**src/design/css_pkg.sv**
```systemverilog
// package: constants, types and register map of the card session sequencer
package css_pkg;
    // register byte offsets (our own map)
    localparam logic [7:0] CSS_PWR_OFS = 8'h00;
    localparam logic [7:0] CSS_STAT_OFS = 8'h04;
    localparam logic [7:0] CSS_UCTL2_OFS = 8'h08;
    localparam logic [7:0] CSS_FLT_OFS = 8'h0C;
    // power control register fields
    localparam int CSS_PWR_START = 0;
    localparam int CSS_PWR_RST = 2;
    localparam int CSS_PWR_C4 = 4;
    localparam int CSS_PWR_C8 = 5;
    localparam logic [7:0] CSS_PWR_RESET = 8'h30;
    // hardware status register fields
    localparam int CSS_STAT_HOT = 0;
    localparam int CSS_STAT_CHG = 2;
    localparam int CSS_STAT_CARD = 3;
    localparam int CSS_STAT_SLOW = 4;
    localparam int CSS_STAT_PROT = 5;
    // second uart control: wake enable bit
    localparam int CSS_UCTL2_ENWAKE = 7;
    // timing: sequencer tick is fint/64; a step is one half-t (32 ticks of the base clock div)
    localparam int CSS_CLK_MHZ = 200;
    localparam int CSS_TICK_DIV = 64;
    localparam int CSS_T_US = 25;
    // half-t in ns and clock cycles; one sequencer tick is t/64 of the 25 us t
    localparam int CSS_HALF_T_NS = CSS_T_US * 1000 / 2;
    localparam int CSS_HALF_T_CYC = CSS_HALF_T_NS * CSS_CLK_MHZ / 1000;
    localparam int CSS_T64_CYC = CSS_HALF_T_CYC * 2 / CSS_TICK_DIV;
    // activation steps in half-t from converter start
    localparam logic [3:0] CSS_ACT_VCC = 4'h5;
    localparam logic [3:0] CSS_ACT_IO = 4'h9;
    localparam logic [3:0] CSS_ACT_CLK = 4'hA;
    // deactivation steps in half-t after reset falls
    localparam logic [3:0] CSS_DEA_CLK = 4'h1;
    localparam logic [3:0] CSS_DEA_IO = 4'h2;
    localparam logic [3:0] CSS_DEA_VCC = 4'h3;
    localparam logic [3:0] CSS_DEA_OFF = 4'h7;
    // alarm stretch: 1 ms per 2 nF, capacitor in nF
    localparam int CSS_ALARM_US_PER_2NF = 1000;
    localparam int CSS_WAKE_HOLD_CYC = 64;

    typedef enum logic [2:0]
    {
        CSS_IDLE = 3'b000,
        CSS_ACT = 3'b001,
        CSS_ON = 3'b010,
        CSS_DLY = 3'b011,
        CSS_DEA = 3'b100
    } css_state_e;

    // card contact drive bundle
    typedef struct packed
    {
        logic dcdc_on;
        logic vcc_on;
        logic io_on;
        logic clk_on;
        logic rst;
        logic c4;
        logic c8;
        logic hiz_n;
    } css_contacts_s;
endpackage

```
**src/design/css_sync.sv**
```systemverilog
// module: two-flop synchroniser for a bundle of pin inputs
`timescale 1ns/1ps
module css_sync #(
    parameter int W = 4
) (
    input wire logic aclk, // clock
    input wire logic aresetn, // sync reset, active low
    input wire logic [W-1:0] d, // asynchronous pins
    output logic [W-1:0] q // synchronised levels
);
    logic [W-1:0] meta_q;

    // first stage feeds only the second
    always_ff @(posedge aclk)
    begin
        if (!aresetn)
        begin
            meta_q <= '0;
            q <= '0;
        end
        else
        begin
            meta_q <= d;
            q <= meta_q;
        end
    end
endmodule

```
**src/design/css_top.sv**
```systemverilog
// module: card session sequencer with supervisor, status and axi4-lite registers
//
// Summary of operation
// RQ1: supply below working level emits an alarm pulse, length set by capacitor.
// RQ2: alarm acts as power-on reset, blanks contacts, forces deactivation on drop.
// RQ3: supply-low flag set after alarm; cleared by status read outside alarm.
// RQ4: card event interrupt held low while power-on reset is active.
// RQ5: reset pin held high at least 100 us; treated like an alarm.
// RQ6: start bit activates only with card present and no alarm.
// RQ7: status shows presence; presence-change flag latches on every toggle.
// RQ8: faults deactivate an active session; status update drives interrupt low.
// RQ9: removal, overcurrents, overtemperature, supply low, reset pin trigger deactivation.
// RQ10: trip at 100 mA supply, 20 mA reset line, 150 C die.
// RQ11: inactive card keeps all contacts low, converter stopped.
// RQ12: software sets up uart before start, only with no error flag.
// RQ13: activation order: converter, supply, data/aux, then clock and reset.
// RQ14: tick fint/64, t 25 us; supply 2.5t, contacts 4.5t, clock 5t.
// RQ15: after counted clocks software sets reset request; device raises reset line.
// RQ16: start cleared: reset t/64, clock t/2, io t, vcc 1.5t, off 3.5t.
// RQ17: removal, overcurrent, overheat: interrupt low, flag set, start cleared.
// RQ18: supply drop: deactivate, full reset, supply-low flag after recovery.
// RQ19: controller reset by reset pin or supervisor power-on reset.
// RQ20: card interrupt shared by uart, drivers and counters; second one for usb.
// RQ21: falling edge on either interrupt wakes controller; delay counter, enable bit.
// RQ22: while active the reset line copies the reset request bit.
// RQ23: interrupt service reads status registers to find and clear the cause.
// RQ24: start while not permitted leaves every contact inactive.
`timescale 1ns/1ps
module css_top
    import css_pkg::*;
#(
    parameter int ALARM_CAP_NF = 2, // delay capacitor value in nF
    parameter int ALARM_CYC = ALARM_CAP_NF * CSS_ALARM_US_PER_2NF * CSS_CLK_MHZ / 2
) (
    input wire logic aclk, // 200 MHz clock
    input wire logic aresetn, // sync reset, active low
    input wire logic [7:0] s_axi_awaddr, // write address
    input wire logic s_axi_awvalid, // write address valid
    output logic s_axi_awready, // write address ready
    input wire logic [31:0] s_axi_wdata, // write data
    input wire logic [3:0] s_axi_wstrb, // byte strobes
    input wire logic s_axi_wvalid, // write data valid
    output logic s_axi_wready, // write data ready
    output logic [1:0] s_axi_bresp, // write response
    output logic s_axi_bvalid, // write response valid
    input wire logic s_axi_bready, // write response ready
    input wire logic [7:0] s_axi_araddr, // read address
    input wire logic s_axi_arvalid, // read address valid
    output logic s_axi_arready, // read address ready
    output logic [31:0] s_axi_rdata, // read data
    output logic [1:0] s_axi_rresp, // read response
    output logic s_axi_rvalid, // read valid
    input wire logic s_axi_rready, // read ready
    input wire logic vdd_low, // supervisor comparator, supply too low
    input wire logic reset_pin, // external reset pin, active high
    input wire logic card_present_input, // card presence switch
    input wire logic icc_over, // card supply at 100 mA limit
    input wire logic rst_over, // reset line at 20 mA limit
    input wire logic die_hot, // die above 150 C
    input wire logic usb_event, // usb interface wants service
    input wire logic event_req, // uart and etu counter event level
    output logic alarm_out, // supervisor alarm pulse
    output logic cpu_reset, // controller reset, active high
    output logic card_event_irq_n, // card event interrupt, active low
    output logic usb_irq_n, // usb interrupt, active low
    output css_contacts_s contacts // card contact drive
);
    // ---- pin synchronisers
    logic [6:0] pin_s;
    css_sync #(.W(7)) u_sync (
        .aclk(aclk),
        .aresetn(aresetn),
        .d({usb_event, vdd_low, reset_pin, card_present_input, icc_over, rst_over, die_hot}),
        .q(pin_s)
    );
    wire usb_s = pin_s[6];
    wire vdd_low_s = pin_s[5];
    wire rpin_s = pin_s[4];
    wire card_s = pin_s[3];
    wire prot_s = pin_s[2] | pin_s[1]; // [RQ10]
    wire hot_s = pin_s[0]; // [RQ10]

    // ---- supervisor alarm stretch: restarts while supply is low
    logic [31:0] alarm_cnt_q;
    logic alarm_q;
    wire alarm_src = vdd_low_s | rpin_s; // [RQ5]
    always_ff @(posedge aclk)
    begin
        if (!aresetn)
        begin
            alarm_cnt_q <= 32'(ALARM_CYC);
            alarm_q <= 1'b1;
        end
        else if (alarm_src)
        begin
            alarm_cnt_q <= 32'(ALARM_CYC); // [RQ1]
            alarm_q <= 1'b1;
        end
        else if (alarm_cnt_q != 32'h0)
            alarm_cnt_q <= alarm_cnt_q - 32'h1;
        else
            alarm_q <= 1'b0;
    end

    // ---- divider: one enable every 1/64 of t, and a half-t step
    localparam int T64W = $clog2(CSS_T64_CYC + 1);
    localparam int T64_MAX = CSS_T64_CYC;
    css_state_e st_q, st_d;
    logic [T64W-1:0] div_q;
    logic [4:0] sub_q;
    wire tick64 = (div_q == T64W'(CSS_T64_CYC - 1)); // [RQ14]
    wire half_t = tick64 && (sub_q == 5'h1F); // 32 sixty-fourths
    always_ff @(posedge aclk)
    begin
        // restart on every state change so each step lands a whole number of half-t in
        if (!aresetn || alarm_q || st_d != st_q)
        begin
            div_q <= '0;
            sub_q <= '0;
        end
        else
        begin
            div_q <= tick64 ? '0 : div_q + T64W'(1);
            if (tick64)
                sub_q <= sub_q + 5'h1;
        end
    end

    // ---- registers
    logic [7:0] pwr_q;
    logic [7:0] uctl2_q;
    logic sup_low_q, chg_q, prot_q, hot_q, card_q;
    logic [3:0] step_q;

    // axi write handshake: address and data taken in either order
    logic aw_got_q, w_got_q;
    logic [7:0] awaddr_q;
    logic [31:0] wdata_q;
    logic [3:0] wstrb_q;
    wire do_wr = aw_got_q && w_got_q && !s_axi_bvalid;
    wire wr_pwr = do_wr && awaddr_q == CSS_PWR_OFS && wstrb_q[0];
    wire wr_uctl2 = do_wr && awaddr_q == CSS_UCTL2_OFS && wstrb_q[0];
    wire wr_ok = awaddr_q == CSS_PWR_OFS || awaddr_q == CSS_UCTL2_OFS;
    always_ff @(posedge aclk)
    begin
        if (!aresetn)
        begin
            aw_got_q <= 1'b0;
            w_got_q <= 1'b0;
            awaddr_q <= '0;
            wdata_q <= '0;
            wstrb_q <= '0;
            s_axi_bvalid <= 1'b0;
            s_axi_bresp <= 2'h0;
        end
        else
        begin
            if (s_axi_awvalid && s_axi_awready)
            begin
                aw_got_q <= 1'b1;
                awaddr_q <= {s_axi_awaddr[7:2], 2'h0};
            end
            if (s_axi_wvalid && s_axi_wready)
            begin
                w_got_q <= 1'b1;
                wdata_q <= s_axi_wdata;
                wstrb_q <= s_axi_wstrb;
            end
            if (do_wr)
            begin
                aw_got_q <= 1'b0;
                w_got_q <= 1'b0;
                s_axi_bvalid <= 1'b1;
                s_axi_bresp <= wr_ok ? 2'h0 : 2'h2;
            end
            else if (s_axi_bvalid && s_axi_bready)
                s_axi_bvalid <= 1'b0;
        end
    end
    assign s_axi_awready = !aw_got_q && aresetn;
    assign s_axi_wready = !w_got_q && aresetn;

    // axi read: data registered one cycle after address
    wire rd_take = s_axi_arvalid && s_axi_arready;
    wire [7:0] raddr = {s_axi_araddr[7:2], 2'h0};
    wire [7:0] stat_v = {2'b00, prot_q, sup_low_q, card_q, chg_q, 1'b0, hot_q};
    wire [7:0] pwr_v = {2'b00, contacts.c8, contacts.c4, pwr_q[3:0]};
    wire [7:0] flt_v = {5'h0, st_q};
    wire rd_stat = rd_take && raddr == CSS_STAT_OFS;
    // status reads outside the alarm clear the sticky flags
    wire stat_clr = rd_stat && !alarm_q; // [RQ3]
    logic [7:0] rmux;
    always_comb
    begin
        case (raddr)
            CSS_PWR_OFS: rmux = pwr_v;
            CSS_STAT_OFS: rmux = stat_v;
            CSS_UCTL2_OFS: rmux = uctl2_q;
            CSS_FLT_OFS: rmux = flt_v;
            default: rmux = 8'h00;
        endcase
    end
    wire rd_ok = raddr <= CSS_FLT_OFS;
    always_ff @(posedge aclk)
    begin
        if (!aresetn)
        begin
            s_axi_rvalid <= 1'b0;
            s_axi_rdata <= '0;
            s_axi_rresp <= 2'h0;
        end
        else if (rd_take)
        begin
            s_axi_rvalid <= 1'b1;
            s_axi_rdata <= {24'h0, rmux};
            s_axi_rresp <= rd_ok ? 2'h0 : 2'h2;
        end
        else if (s_axi_rready)
            s_axi_rvalid <= 1'b0;
    end
    assign s_axi_arready = !s_axi_rvalid && aresetn;

    // ---- fault detection
    wire card_tgl = card_s != card_q; // [RQ7]
    wire card_fault = !card_s || prot_s || hot_s; // [RQ17]
    wire any_fault = card_fault || alarm_q || sup_low_q; // [RQ9]
    wire sess = st_q != CSS_IDLE;
    wire permit = card_s && !alarm_q; // [RQ6]

    // status flags: a hardware set wins over a read clear
    always_ff @(posedge aclk)
    begin
        if (!aresetn)
        begin
            sup_low_q <= 1'b1;
            chg_q <= 1'b0;
            prot_q <= 1'b0;
            hot_q <= 1'b0;
            card_q <= 1'b0;
        end
        else
        begin
            card_q <= card_s;
            sup_low_q <= alarm_q | (sup_low_q & !stat_clr); // [RQ3] [RQ18]
            chg_q <= card_tgl | (chg_q & !stat_clr); // [RQ7]
            prot_q <= (prot_s & sess) | (prot_q & !stat_clr); // [RQ9]
            hot_q <= (hot_s & sess) | (hot_q & !stat_clr); // [RQ9]
        end
    end

    // power control and uart control registers; start auto-cleared on faults during a session
    always_ff @(posedge aclk)
    begin
        if (!aresetn || alarm_q)
        begin
            pwr_q <= CSS_PWR_RESET; // [RQ18] [RQ19]
            uctl2_q <= 8'h00;
        end
        else
        begin
            if (wr_pwr)
                pwr_q <= wdata_q[7:0];
            if (sess && card_fault)
                pwr_q[CSS_PWR_START] <= 1'b0; // [RQ17]
            if (wr_uctl2)
                uctl2_q <= wdata_q[7:0];
        end
    end

    // ---- sequencer
    wire start = pwr_q[CSS_PWR_START];
    always_comb
    begin
        st_d = st_q;
        case (st_q)
            CSS_IDLE: if (start && permit && !any_fault) st_d = CSS_ACT; // [RQ6] [RQ24]
            CSS_ACT:
                if (!start || any_fault) st_d = CSS_DLY;
                else if (half_t && step_q == CSS_ACT_CLK - 4'h1) st_d = CSS_ON;
            CSS_ON: if (!start || any_fault) st_d = CSS_DLY; // [RQ8]
            CSS_DLY: if (tick64) st_d = CSS_DEA; // [RQ16]
            CSS_DEA: if (half_t && step_q == CSS_DEA_OFF - 4'h1) st_d = CSS_IDLE;
            default: st_d = CSS_IDLE;
        endcase
    end
    always_ff @(posedge aclk)
    begin
        if (!aresetn)
        begin
            st_q <= CSS_IDLE;
            step_q <= '0;
        end
        else
        begin
            st_q <= st_d;
            if (st_d != st_q)
                step_q <= '0;
            else if (half_t)
                step_q <= step_q + 4'h1;
        end
    end

    // contact drive, ordered by half-t steps
    css_contacts_s c_d;
    always_comb
    begin
        c_d = '0;
        case (st_q)
            CSS_ACT:
            begin
                c_d.dcdc_on = 1'b1; // [RQ13]
                c_d.hiz_n = 1'b1;
                c_d.vcc_on = step_q >= CSS_ACT_VCC; // [RQ14]
                c_d.io_on = step_q >= CSS_ACT_IO;
                c_d.c4 = c_d.io_on & pwr_q[CSS_PWR_C4];
                c_d.c8 = c_d.io_on & pwr_q[CSS_PWR_C8];
            end
            CSS_ON, CSS_DLY:
            begin
                c_d = '{1'b1, 1'b1, 1'b1, 1'b1, pwr_q[CSS_PWR_RST], pwr_q[CSS_PWR_C4],
                        pwr_q[CSS_PWR_C8], 1'b1}; // [RQ15] [RQ22]
            end
            CSS_DEA:
            begin
                c_d.dcdc_on = 1'b1;
                c_d.hiz_n = 1'b1;
                c_d.clk_on = step_q < CSS_DEA_CLK; // [RQ16]
                c_d.io_on = step_q < CSS_DEA_IO;
                c_d.vcc_on = step_q < CSS_DEA_VCC;
                c_d.c4 = c_d.io_on & pwr_q[CSS_PWR_C4];
                c_d.c8 = c_d.io_on & pwr_q[CSS_PWR_C8];
            end
            default: c_d = '0; // [RQ11] [RQ24]
        endcase
    end

    // ---- interrupts and wake hold: card event interrupt low on any status event or reset
    logic [6:0] wake_q;
    wire stat_evt = card_tgl || (sess && card_fault) || (alarm_q && !sup_low_q);
    always_ff @(posedge aclk)
    begin
        if (!aresetn)
        begin
            wake_q <= '0;
            contacts <= '0;
            card_event_irq_n <= 1'b0;
            usb_irq_n <= 1'b1;
            alarm_out <= 1'b1;
            cpu_reset <= 1'b1;
        end
        else
        begin
            if (stat_evt)
                wake_q <= 7'(CSS_WAKE_HOLD_CYC - 1); // [RQ21]
            else if (wake_q != 7'h0)
                wake_q <= wake_q - 7'h1;
            contacts <= alarm_q ? '0 : c_d; // [RQ2]
            // shared by drivers, uart and etu counters [RQ20]
            card_event_irq_n <= !(alarm_q || stat_evt || wake_q != 7'h0 || event_req
                                  || chg_q || prot_q || hot_q); // [RQ4] [RQ8] [RQ23]
            usb_irq_n <= !(usb_s && uctl2_q[CSS_UCTL2_ENWAKE]); // [RQ20] [RQ21]
            alarm_out <= alarm_q; // [RQ1]
            cpu_reset <= alarm_q; // [RQ19]
        end
    end

    // ---- checks
    a_irq_during_por: assert property (@(posedge aclk) disable iff (!aresetn)
        alarm_q |=> !card_event_irq_n) else $error("irq high during reset"); // [RQ4]
    a_idle_contacts: assert property (@(posedge aclk) disable iff (!aresetn)
        st_q == CSS_IDLE |=> contacts == '0) else $error("contacts live idle"); // [RQ11]
    a_no_act_absent: assert property (@(posedge aclk) disable iff (!aresetn)
        st_q == CSS_IDLE && !card_s |=> st_q == CSS_IDLE)
        else $error("activation without card"); // [RQ6]
    a_start_cleared: assert property (@(posedge aclk) disable iff (!aresetn)
        sess && card_fault && !alarm_q |=> !pwr_q[CSS_PWR_START])
        else $error("start not cleared"); // [RQ17]
    a_rst_copy: assert property (@(posedge aclk) disable iff (!aresetn)
        st_q == CSS_ON && !alarm_q |=> contacts.rst == $past(pwr_q[CSS_PWR_RST]))
        else $error("reset line not copy"); // [RQ22]
    a_low_set: assert property (@(posedge aclk) disable iff (!aresetn)
        alarm_q |=> sup_low_q) else $error("supply low not set"); // [RQ3]
    a_chg_toggle: assert property (@(posedge aclk) disable iff (!aresetn)
        card_tgl |=> chg_q) else $error("presence change lost"); // [RQ7]
    a_dly_tick: assert property (@(posedge aclk) disable iff (!aresetn)
        st_q == CSS_DLY |-> ##[1:T64_MAX] st_q == CSS_DEA)
        else $error("reset fall late"); // [RQ16]
    a_order_act: assert property (@(posedge aclk) disable iff (!aresetn)
        contacts.io_on |-> contacts.vcc_on && contacts.dcdc_on)
        else $error("contact order broken"); // [RQ13]
endmodule

```
**config.mk**
```make
export PLATFORM = sky130hd
export DESIGN_NAME = css_top
export DESIGN_NICKNAME = d
export VERILOG_FILES = /design/src/design/css_pkg.sv /design/src/design/css_sync.sv /design/src/design/css_top.sv
export SDC_FILE = /design/constraint.sdc
export NUM_CORES = 1
export LEC_CHECK = 0
export BUFFER_PORTS_ARGS = -buffer_cell sky130_fd_sc_hd__buf_2
export CAP_MARGIN = 10
export CELL_PAD_IN_SITES_DETAIL_PLACEMENT = 1
export CELL_PAD_IN_SITES_GLOBAL_PLACEMENT = 2
export CORE_ASPECT_RATIO = 1.5
export CORE_MARGIN = 2
export CORE_UTILIZATION = 37
export CTS_BUF_LIST = sky130_fd_sc_hd__clkbuf_4 sky130_fd_sc_hd__clkbuf_8
export DETAILED_ROUTE_END_ITERATION = 12
export PLACE_DENSITY_LB_ADDON = 0.1
export SYNTH_ARGS = -nofsm -noshare
export SYNTH_HDL_FRONTEND = slang
export SYNTH_HIERARCHICAL = 1
export SYNTH_SLANG_ARGS = --single-unit
```
**constraint.sdc**
```tcl
create_clock -name aclk -period 4.1 [get_ports aclk]
set_input_delay 0.82 -clock aclk [delete_from_list [all_inputs] [get_ports aclk]]
set_output_delay 0.82 -clock aclk [all_outputs]
set_load 0.05 [all_outputs]
```
==> impl_metrics.tcl, run 1 <==
set metrics [dict create \
    drt_iter0_drc 151 \
    synth.distinct_cells 67 \
    post_dp_cell_area_um2 6180 \
    final_max_slew_viol_count 0 \
    wl_per_cell_um 16.3 \
    place_hpwl_mm 11.0 \
    hp-start "u_sync/q[6]$_SDFF_PN0_" \
    syn_avg_cell_area_um2 9.00 \
    ant_nets 0 \
    required_ns 3.28 \
    drc 0 \
    grt_max_degree 38 \
    first_pass_iters 6 \
    cap_violations 0 \
    crit_type "in -> out" \
    async_reset_ff_share_pct 0 \
    core_area_um2 15600 \
    routabilityCongestion 0.781 \
    clk_path_buf_depth 2 \
    path_clk_slew_ns 0.07 \
    r2r-start "sub_q[0]$_SDFFE_PP0P_" \
    grt_usage_pct 18.8 \
    cp-end-kind "output port" \
    r2r_slack_ns 1.50 \
    port_buffers 62 \
    setup-violations-final 0 \
    synthCells 648 \
    finClkSkew_ns 0.0105 \
    dieArea_um2 16800 \
    cp_max_fo 37 \
    syn_to_final_growth_pct 12.3 \
    die_height_um 158 \
    cts_tree "yes" \
    final_nets 776 \
    antenna_found_initial 0 \
    startpoint_type "input port" \
    cts_sinks 132 \
    num_rows 56 \
    min_period_over_period_pct 65.3 \
    diodes 0 \
    fin_crit_ns 2.68 \
    vias_per_cell 5.17 \
    synth_edf_count 0 \
    cts_hold_buf 0 \
    timing.setup.tns_ns 0 \
    netlist_area_um2 5830 \
    timing.hold.ws_ns 0.395 \
    yosysWarnings 6 \
    worst_pin_slew_ns 1.00 \
    rsz0062_at_grt "no" \
    cts.htree.levels 4 \
    final_cell_area_um2 6550 \
    hold_class "reg -> reg" \
    powerDensity_nw_per_um2 424 \
    clkLatencyLatePin_ns 0.44 \
    die_x_um 107 \
    wirelength_mm 14.9 \
    relSlewSlack_pct 33.1 \
    postCtsSetupRepairBufs 0 \
    stdcell_count 914 \
    overflow 0 \
    ios 120 \
    cts_buffers 17 \
    fmax_mhz 373 \
    initial_core_util_pct 37.5 \
    outcome "completed" \
    yosys_register_bits 132 \
    ctsResizeCount 0 \
    via_count 4727 \
    critPathLaunch "aresetn" \
    layout-drive-gt1-share_pct 17.7 \
    dp.cells 883 \
    grt_pass1_vias 4936 \
    seq_area_frac_synth_pct 45.3 \
    vdd_ir_drop_max_v 0.000175 \
    cts_root_buf "clkbuf_8" \
    grt_first_pass_wirelength_mm 24.7 \
    yosys_most_used_dff "dfxtp_1" \
    hold_viol_final 0 \
    critPathArrivalTime_ns 1.86 \
    finish.utilization_pct 42.1 \
    leakage_nw 2.63 \
]
## Yosys cell counts, types with 2 or more instances
cell        n  area share [%]
buf_6       2            0.39
ha_1       10             2.1
or3b_2      5            0.75
a22oi_1     7            0.90
nand4_1     8            0.86
and2_2     10             1.3
and2_1     10             1.1
buf_1       3            0.19
a41o_1      2            0.34
nor2b_1     4            0.43
a21oi_1    26             2.2
mux4_2      2            0.77
or4_1      13             1.7
clkbuf_1   25             1.6
nand2b_1    7            0.75
a31oi_1     7            0.75
nor4_1     17             1.8
xor2_1     15             2.3
a211oi_1    2            0.26
o22ai_1     2            0.21
nor3_1     22             1.9
nor2_1     70             4.5
buf_4      28             3.6
o31ai_1     8             1.0
nand3_1    14             1.2
nand3b_1    4            0.51
buf_2       2            0.17
nor4_4      2            0.73
a32o_1      2            0.34
inv_1      12            0.77
a21o_1      2            0.26
dfxtp_1   132              45
o21ai_1     4            0.34
o41ai_1     2            0.30
and3_1      8            0.86
nand2_1    59             3.8
o21ai_0    25             2.1
mux2i_1    30             5.1
xnor2_1     7             1.1
or3_1      11             1.2
## registers in the layout, indices dropped and copies added, names as in the netlist, 4 cells and up
signal         count
u_sync/meta_q      7
s_axi_rdata        8
uctl2_q            8
wake_q             7
awaddr_q           6
div_q              7
wdata_q            8
alarm_cnt_q       32
u_sync/q           7
contacts           8
step_q             4
pwr_q              6
sub_q              5
## where the power goes
group | switching, mW | leakage [nW] | internal [mW]
logic | 0.229 | 1.37 | 0.124
registers | 0.0579 | 1.07 | 1.34
clock network | 0.491 | 0.183 | 0.532
## layout by cell type, fill, tap and decap left out, types with 4 or more instances in the layout
master and instances:
buf_4 5, nand2b_1 7, and2_2 10, and3_1 8
clkbuf_8 20, clkinvlp_4 4, nor2b_1 4, nand2_1 59
ha_1 10, or4_1 13, buf_2 62, xor2_1 15
xnor2_1 7, inv_1 12, and2_1 10, nand4_1 8
a22oi_1 7, or3_1 11, dfxtp_1 132, nor2_1 70
o31ai_1 8, nand3_1 14, or3b_2 5, mux2i_1 30
o21ai_0 25, nor3_1 22, nor4_1 17, clkinv_2 4
o21ai_1 4, a31oi_1 7, a21oi_1 26, nand3b_1 4
conb_1 26
## critical path, cell delays in order
cell and delay, ns:
buf_2 0.11, inv_2 0.49, nor2_1 0.16, buf_2 0.26
## area by class of cell
cell class / count / area (um2)
Clock buffer: 22 / 290
Clock inverter: 9 / 80.1
Fill cell: 1877 / 9000
Inverter: 13 / 48.8
Multi-Input combinational cell: 468 / 2890
Sequential cell: 132 / 2640
Tap cell: 203 / 254
Timing Repair Buffer: 67 / 348
## cell families after synthesis
group                    synth area share [%]
AND/OR/NAND/NOR                          25.2
XOR/XNOR                                 3.30
multiplexers                             6.11
AO/OA/AOI/OAI                            11.1
other                                  0.0643
adder cells (fa/ha/maj)                  2.15
buffers and inverters                    6.80
flip-flops                               45.3
## per-layer routing
layer  routed length (um)  vias to the layer above  global-route usage, %
li1                     -                     2332                      -
met1                 6140                     2308                   20.2
met2                 8230                       74                   36.0
met3                  361                       13                   4.08
met4                  204                        0                   6.49
met5                    0                        -                      0
## final timing paths
path | end | cells after the start
worst min register to register | usb_irq_n$_SDFF_PN1_ | 1
worst max-delay path | s_axi_arready | 4
worst min-delay path | usb_irq_n$_SDFF_PN1_ | 1
worst max register to register | div_q[5]$_SDFF_PP0_ | 8
## per-stage QoR
stage,power (mW),setup slack [ns]
after detailed placement,1.79,1.22
after CTS,2.83,1.40
after global placement,1.77,1.28
after floorplan,1.72,1.23
after global routing,2.94,1.12
final,2.78,1.42
Note: power is estimated with default switching activity, not from simulation.
==> run 2, diff against run 1 <==
Settings changed: ABC_AREA set to 1, CORE_UTILIZATION 37 to 29.
Clock period 4.1 ns to 2.3 ns, I/O delays scaled along.
==> run 2 against run 1 <==
  * Routed wire length is 14% higher
  * Count of clock-buffer cells in the layout is 4 lower
  * Cell area is 5.7% higher
  * Critical path depth is 7 higher
  * Via count is 11% higher
  * Core utilization is 7.9 points lower
  * Critical path type is now reg -> reg
  * Area after synthesis is 1.8% higher
  * Critical endpoint is now alarm_cnt_q[3]$_SDFFE_PP0P_
  * First-iteration DRC count is 15% lower
  * Die area is 29% higher
  * Global-route usage is 2.2 points lower
  * Synthesized cell count is 22% higher
  * Clock skew hardly changed
==> impl_metrics.tcl, run 2 <==
set metrics [dict create \
    antenna_found_initial 0 \
    cp-end-kind "flop" \
    drc 0 \
    hold_depth 3 \
    hp-start "card_present_input" \
    cts_hold_buf 0 \
    synth_common_cells "nand2_1 (173), dfxtp_1 (132), nor2_1 (106)" \
    wl_per_cell_um 14.8 \
    wirelength_mm 17.0 \
    num_rows 64 \
    die_height_um 179 \
    final_nets 946 \
    die_x_um 121 \
    netlist_top_cells_area "dfxtp_1 (45%), nand2_1 (11%), nor2_1 (6.7%)" \
    netlist_area_um2 5940 \
    cap_violations 0 \
    initial_core_util_pct 29.3 \
    ios 120 \
    place_ws_ns 0.132 \
    fin_crit_ns 2.07 \
    clkLatencyLatePin_ns 0.46 \
    min_period_over_period_pct 89.9 \
    finClkSkew_ns 0.0106 \
    r2r-start "alarm_cnt_q[0]$_SDFFE_PP0P_" \
    fmax_mhz 484 \
    clk_path_buf_depth 2 \
    synthCells 788 \
    async_reset_ff_share_pct 0 \
    yosys_most_used_dff "dfxtp_1" \
    cts_root_buf "clkbuf_8" \
    ant_nets 0 \
    seq_area_frac_synth_pct 44.5 \
    largest_register "alarm_cnt_q" \
    cts_tree "yes" \
    netlist.area_leader.share_pct 44.5 \
    worstHoldEndpoint "u_sync/meta_q[3]$_SDFF_PN0_" \
    layout_commonest_cell "nand2_1" \
    swShare_pct 31.2 \
    vdd_ir_drop_max_v 0.000431 \
    power_switching_mw 1.64 \
    grt_usage_pct 16.6 \
    rr_worst_depth 11 \
    final_max_slew_viol_count 0 \
    yosys_register_bits 132 \
    cp_max_fo 8 \
    crit_type "reg -> reg" \
    hold_class "in -> reg" \
    leakage_nw 3.05 \
    powerDensity_nw_per_um2 760 \
    yosysWarnings 6 \
    first_pass_iters 4 \
    core_area_um2 20300 \
    grt_max_degree 32 \
    syn_avg_cell_area_um2 7.54 \
    clkPwrFrac_pct 37.0 \
    layout_common_cells "nand2_1 (172), dfxtp_1 (132), nor2_1 (106)" \
    ctsResizeCount 0 \
    dieArea_um2 21700 \
    required_ns 2.65 \
    place_hpwl_mm 13.2 \
    seq_power_share_pct 47.2 \
    yosys.area.top_type "dfxtp_1" \
    setup-violations-final 0 \
    outcome "completed" \
    synth_edf_count 0 \
    via_count 5260 \
    cts_sinks 132 \
    synth.distinct_cells 40 \
    path_clk_slew_ns 0.08 \
    cts_buffers 17 \
    diodes 0 \
    grt_first_pass_wirelength_mm 27.7 \
    startpoint_type "flop" \
    fin_ws_ns 0.233 \
    drt_iter0_drc 129 \
    port_buffers 62 \
    grt_pass1_vias 5627 \
    largest_reg_flops 32 \
    syn_to_final_growth_pct 16.6 \
    postCtsSetupRepairBufs 0 \
    overflow 0 \
    routabilityCongestion 0.808 \
    cts.htree.levels 4 \
    worst_pin_slew_ns 1.14 \
    rsz0062_at_grt "no" \
    reg2reg_to "alarm_cnt_q[3]$_SDFFE_PP0P_" \
    layout-drive-gt1-share_pct 16.0 \
    timing.setup.tns_ns 0 \
    critPathArrivalTime_ns 2.42 \
    hold_viol_final 0 \
    vias_per_cell 4.59 \
    yosysMostFrequentCell "nand2_1" \
    power.internal_mw 3.62 \
    relSlewSlack_pct 23.5 \
    p_comb_share_pct 15.8 \
    r2r_slack_ns 0.23 \
]
==> run 2: cell types whose count changed in the layout (fill, tap and decap cells not counted), moves of 12 or more <==
cell	delta
a21oi_1	+14
buf_4	+13
inv_1	+67
mux2i_1	-30
nand2_1	+113
nand3_1	+21
nor2_1	+36
or4_1	-12
==> run 2: cells by family after synthesis <==
kind of cell | synth area share (%)
fa+ha+maj | 2.11
flops | 44.5
other cells | 0.0632
compound gates | 9.71
simple gates | 28.6
xor+xnor | 4.87
buf+inv | 10.2
==> run 2: layout make-up <==
class / instances / area (um2)
clock inverter: 14 / 138
tap: 264 / 330
timing repair buffer: 80 / 445
sequential: 132 / 2640
clock buffer: 18 / 248
inverter: 85 / 322
multi-input combinational: 553 / 2800
fill: 2541 / 13300
==> run 2: through the flow <==
| step | instances | utilization [%] | power, mW | instance area, um2 | hold slack (ns) |
|---|---|---|---|---|---|
| after global placement | 1114 | 32.2 | 3.34 | 6530 | 0.378 |
| after detailed placement | 1114 | 32.2 | 3.37 | 6530 | 0.381 |
| final | 1146 | 34.2 | 5.26 | 6920 | 0.181 |
| after floorplan | 813 | - | 3.17 | 6030 | 0.367 |
| after global routing | 1146 | 34.2 | 5.57 | 6920 | 0.155 |
| after CTS | 1146 | 34.1 | 5.35 | 6910 | 0.148 |
==> run 2: layer usage <==
layer	vias to the layer above	wire length [um]	GRT usage (%)
li1	2647	-	-
met5	-	0	0
met1	2505	6500	16.3
met3	32	456	3.53
met4	0	435	7.07
met2	76	9620	32.9
==> run 2: critical path, stage by stage (launching register included) <==
cell and delay (ns):
dfxtp_1 0.34, inv_1 0.12, ha_1 0.28, nand2_1 0.15, nor2_2 0.26, nand2_1 0.08
nor3_1 0.19, nand2_2 0.20, nand2_1 0.12, nor2_1 0.07, a21oi_1 0.12, nor2_1 0.05
==> run 2: how the worst max path moves through the flow <==
stage	start	endpoint	slack [ns]	cells after the start
final	alarm_cnt_q[0]$_SDFFE_PP0P_	alarm_cnt_q[3]$_SDFFE_PP0P_	0.23	11
after global routing	alarm_cnt_q[0]$_SDFFE_PP0P_	alarm_cnt_q[3]$_SDFFE_PP0P_	0.05	11
after CTS	div_q[0]$_SDFF_PP0_	div_q[0]$_SDFF_PP0_	0.12	11
after detailed placement	div_q[0]$_SDFF_PP0_	div_q[0]$_SDFF_PP0_	0.13	11
after global placement	sub_q[0]$_SDFFE_PP0P_	div_q[0]$_SDFF_PP0_	0.23	10
after floorplan	aresetn	chg_q$_SDFF_PN0_	0.03	9
==> run 2: power groups by stage <==
stage,Clock [mW],Combinational (mW),Sequential [mW]
after global routing,2.13,0.931,2.50
final,1.94,0.831,2.49
after detailed placement,0,0.832,2.54
after CTS,2.03,0.837,2.49
after global placement,0,0.808,2.53
after floorplan,0,0.640,2.53
==> run 3, diff against run 2 <==
Settings changed: BUFFER_PORTS_ARGS -buffer_cell sky130_fd_sc_hd__buf_2 to -buffer_cell sky130_fd_sc_hd__clkbuf_2, CORE_UTILIZATION 29 to 35.
Clock period 2.3 ns to 2.57 ns, I/O delays scaled along.
==> run 3 against run 2 <==
  * Hold slack better by 0.071 ns
  * Clock power is 8% higher
  * Sequential share of layout area is 0.055 points higher
  * Core utilization is 7.2 points higher
  * Highest routed layer unchanged
  * Sequential power is 11% lower
  * Non-clock buffer count is 3 lower
==> impl_metrics.tcl, run 3 (same netlist as run 2, synthesis figures left out) <==
set metrics [dict create \
    outcome "completed" \
    wirelength_mm 16.3 \
    fin_crit_ns 2.28 \
    ios 120 \
    die_height_um 164 \
    grt_max_degree 32 \
    vdd_ir_drop_max_v 0.000385 \
    clk_path_buf_depth 2 \
    final_nets 943 \
    min_period_over_period_pct 88.6 \
    leakage_nw 3.07 \
    antenna_found_initial 0 \
    rr_worst_depth 11 \
    fmax_mhz 439 \
    layout_commonest_cell "nand2_1" \
    grt_pass1_vias 5459 \
    cp-end-kind "flop" \
    grt_first_pass_wirelength_mm 26.5 \
    powerDensity_nw_per_um2 731 \
    port_buffers 62 \
    die_x_um 110 \
    fin_ws_ns 0.293 \
    layout-drive-gt1-share_pct 15.6 \
    initial_core_util_pct 35.6 \
    ant_nets 0 \
    r2r-start "div_q[0]$_SDFF_PP0_" \
    cts_sinks 132 \
    hp-start "card_present_input" \
    rsz0062_at_grt "no" \
    postCtsSetupRepairBufs 0 \
    finClkSkew_ns 0.00969 \
    cts_root_buf "clkbuf_8" \
    setup-violations-final 0 \
    critPathLaunch "div_q[0]$_SDFF_PP0_" \
    place_ws_ns 0.238 \
    final_max_slew_viol_count 0 \
    post_dp_cell_area_um2 6440 \
    cap_violations 0 \
    vias_per_cell 4.83 \
    crit_type "reg -> reg" \
    path_clk_slew_ns 0.08 \
    grt_usage_pct 19.2 \
    largest_register "alarm_cnt_q" \
    largest_reg_flops 32 \
    startpoint_type "flop" \
    cts_hold_buf 0 \
    final_cell_area_um2 6910 \
    hold_class "in -> reg" \
    place_hpwl_mm 12.6 \
    routabilityCongestion 0.851 \
    overflow 0 \
    required_ns 2.93 \
    relSlewSlack_pct 50.6 \
    cts.htree.levels 4 \
    n_fill_cell 2120 \
    dp.cells 1057 \
    core_area_um2 16700 \
    cp_max_fo 19 \
    stdcell_count 1089 \
    hold_depth 3 \
    wl_per_cell_um 15.0 \
    first_pass_iters 4 \
    timing.setup.tns_ns 0 \
    worst_pin_slew_ns 0.736 \
    hold_viol_final 0 \
    drc 0 \
    num_rows 58 \
    clkLatencyLatePin_ns 0.45 \
    layout_common_cells "nand2_1 (173), dfxtp_1 (132), nor2_1 (106)" \
    ctsResizeCount 0 \
    syn_to_final_growth_pct 16.4 \
    diodes 0 \
    dieArea_um2 18000 \
    drt_iter0_drc 137 \
    critPathArrivalTime_ns 2.63 \
    cts_tree "yes" \
    cts_buffers 17 \
    via_count 5262 \
]
-- run 3: changes by cell type in the layout (fill, tap and decap cells not counted), sizes merged --
cell,change
clkinv,-3
clkinvlp,-2
bufinv,+3
clkbuf,+64
buf,-65
-- run 3: report_power, final --
| part | total [mW] | switching (mW) | internal [mW] |
|---|---|---|---|
| clock | 2.09 | 0.852 | 1.23 |
| combinational | 0.740 | 0.529 | 0.211 |
| sequential | 2.22 | 0.0767 | 2.15 |
-- run 3: final cells by class --
type,instances,area (um2),share of cell area [%]
clock buffer,20,275,3.98
clock inverter,12,201,2.91
inverter,85,322,4.65
multi-input combinational,553,2790,40.3
sequential,132,2640,38.2
tap,210,263,3.80
timing repair buffer,77,423,6.12
-- run 3: worst max-delay path, stage by stage, from the launching register on --
cell	delay (ns)
dfxtp_1	0.39
ha_1	0.19
nand3_2	0.13
nor2_8	0.34
nand3_2	0.13
nand2_1	0.08
nand2_1	0.05
nand2_1	0.10
nand2_1	0.09
nand2_2	0.08
nand4_2	0.36
nor3_1	0.25
-- run 3: per-stage QoR --
stage          util, %  hold slack, ns  power, mW
6_report          41.4           0.253       5.05
3_5_place_dp      38.6           0.375       3.01
5_1_grt           41.4           0.231       5.31
4_1_cts           41.4           0.215       5.12
2_1_floorplan        -           0.367       2.83
3_3_place_gp      38.6           0.376       2.98
-- run 3: final timing paths --
check                                                   end  slack, ns
worst max-delay path                    div_q[0]$_SDFF_PP0_       0.29
worst min register to register         usb_irq_n$_SDFF_PN1_       0.40
worst min-delay path            u_sync/meta_q[3]$_SDFF_PN0_       0.25
worst max register to register          div_q[0]$_SDFF_PP0_       0.29
-- run 3: metal layers --
layer  part of all wire [%]  wire [um]  global-route usage [%]
met5                      0          0                       0
met3                    2.8        454                    4.51
met2                     57       9280                    38.0
met4                    1.6        265                    5.68
met1                     39       6330                    19.2
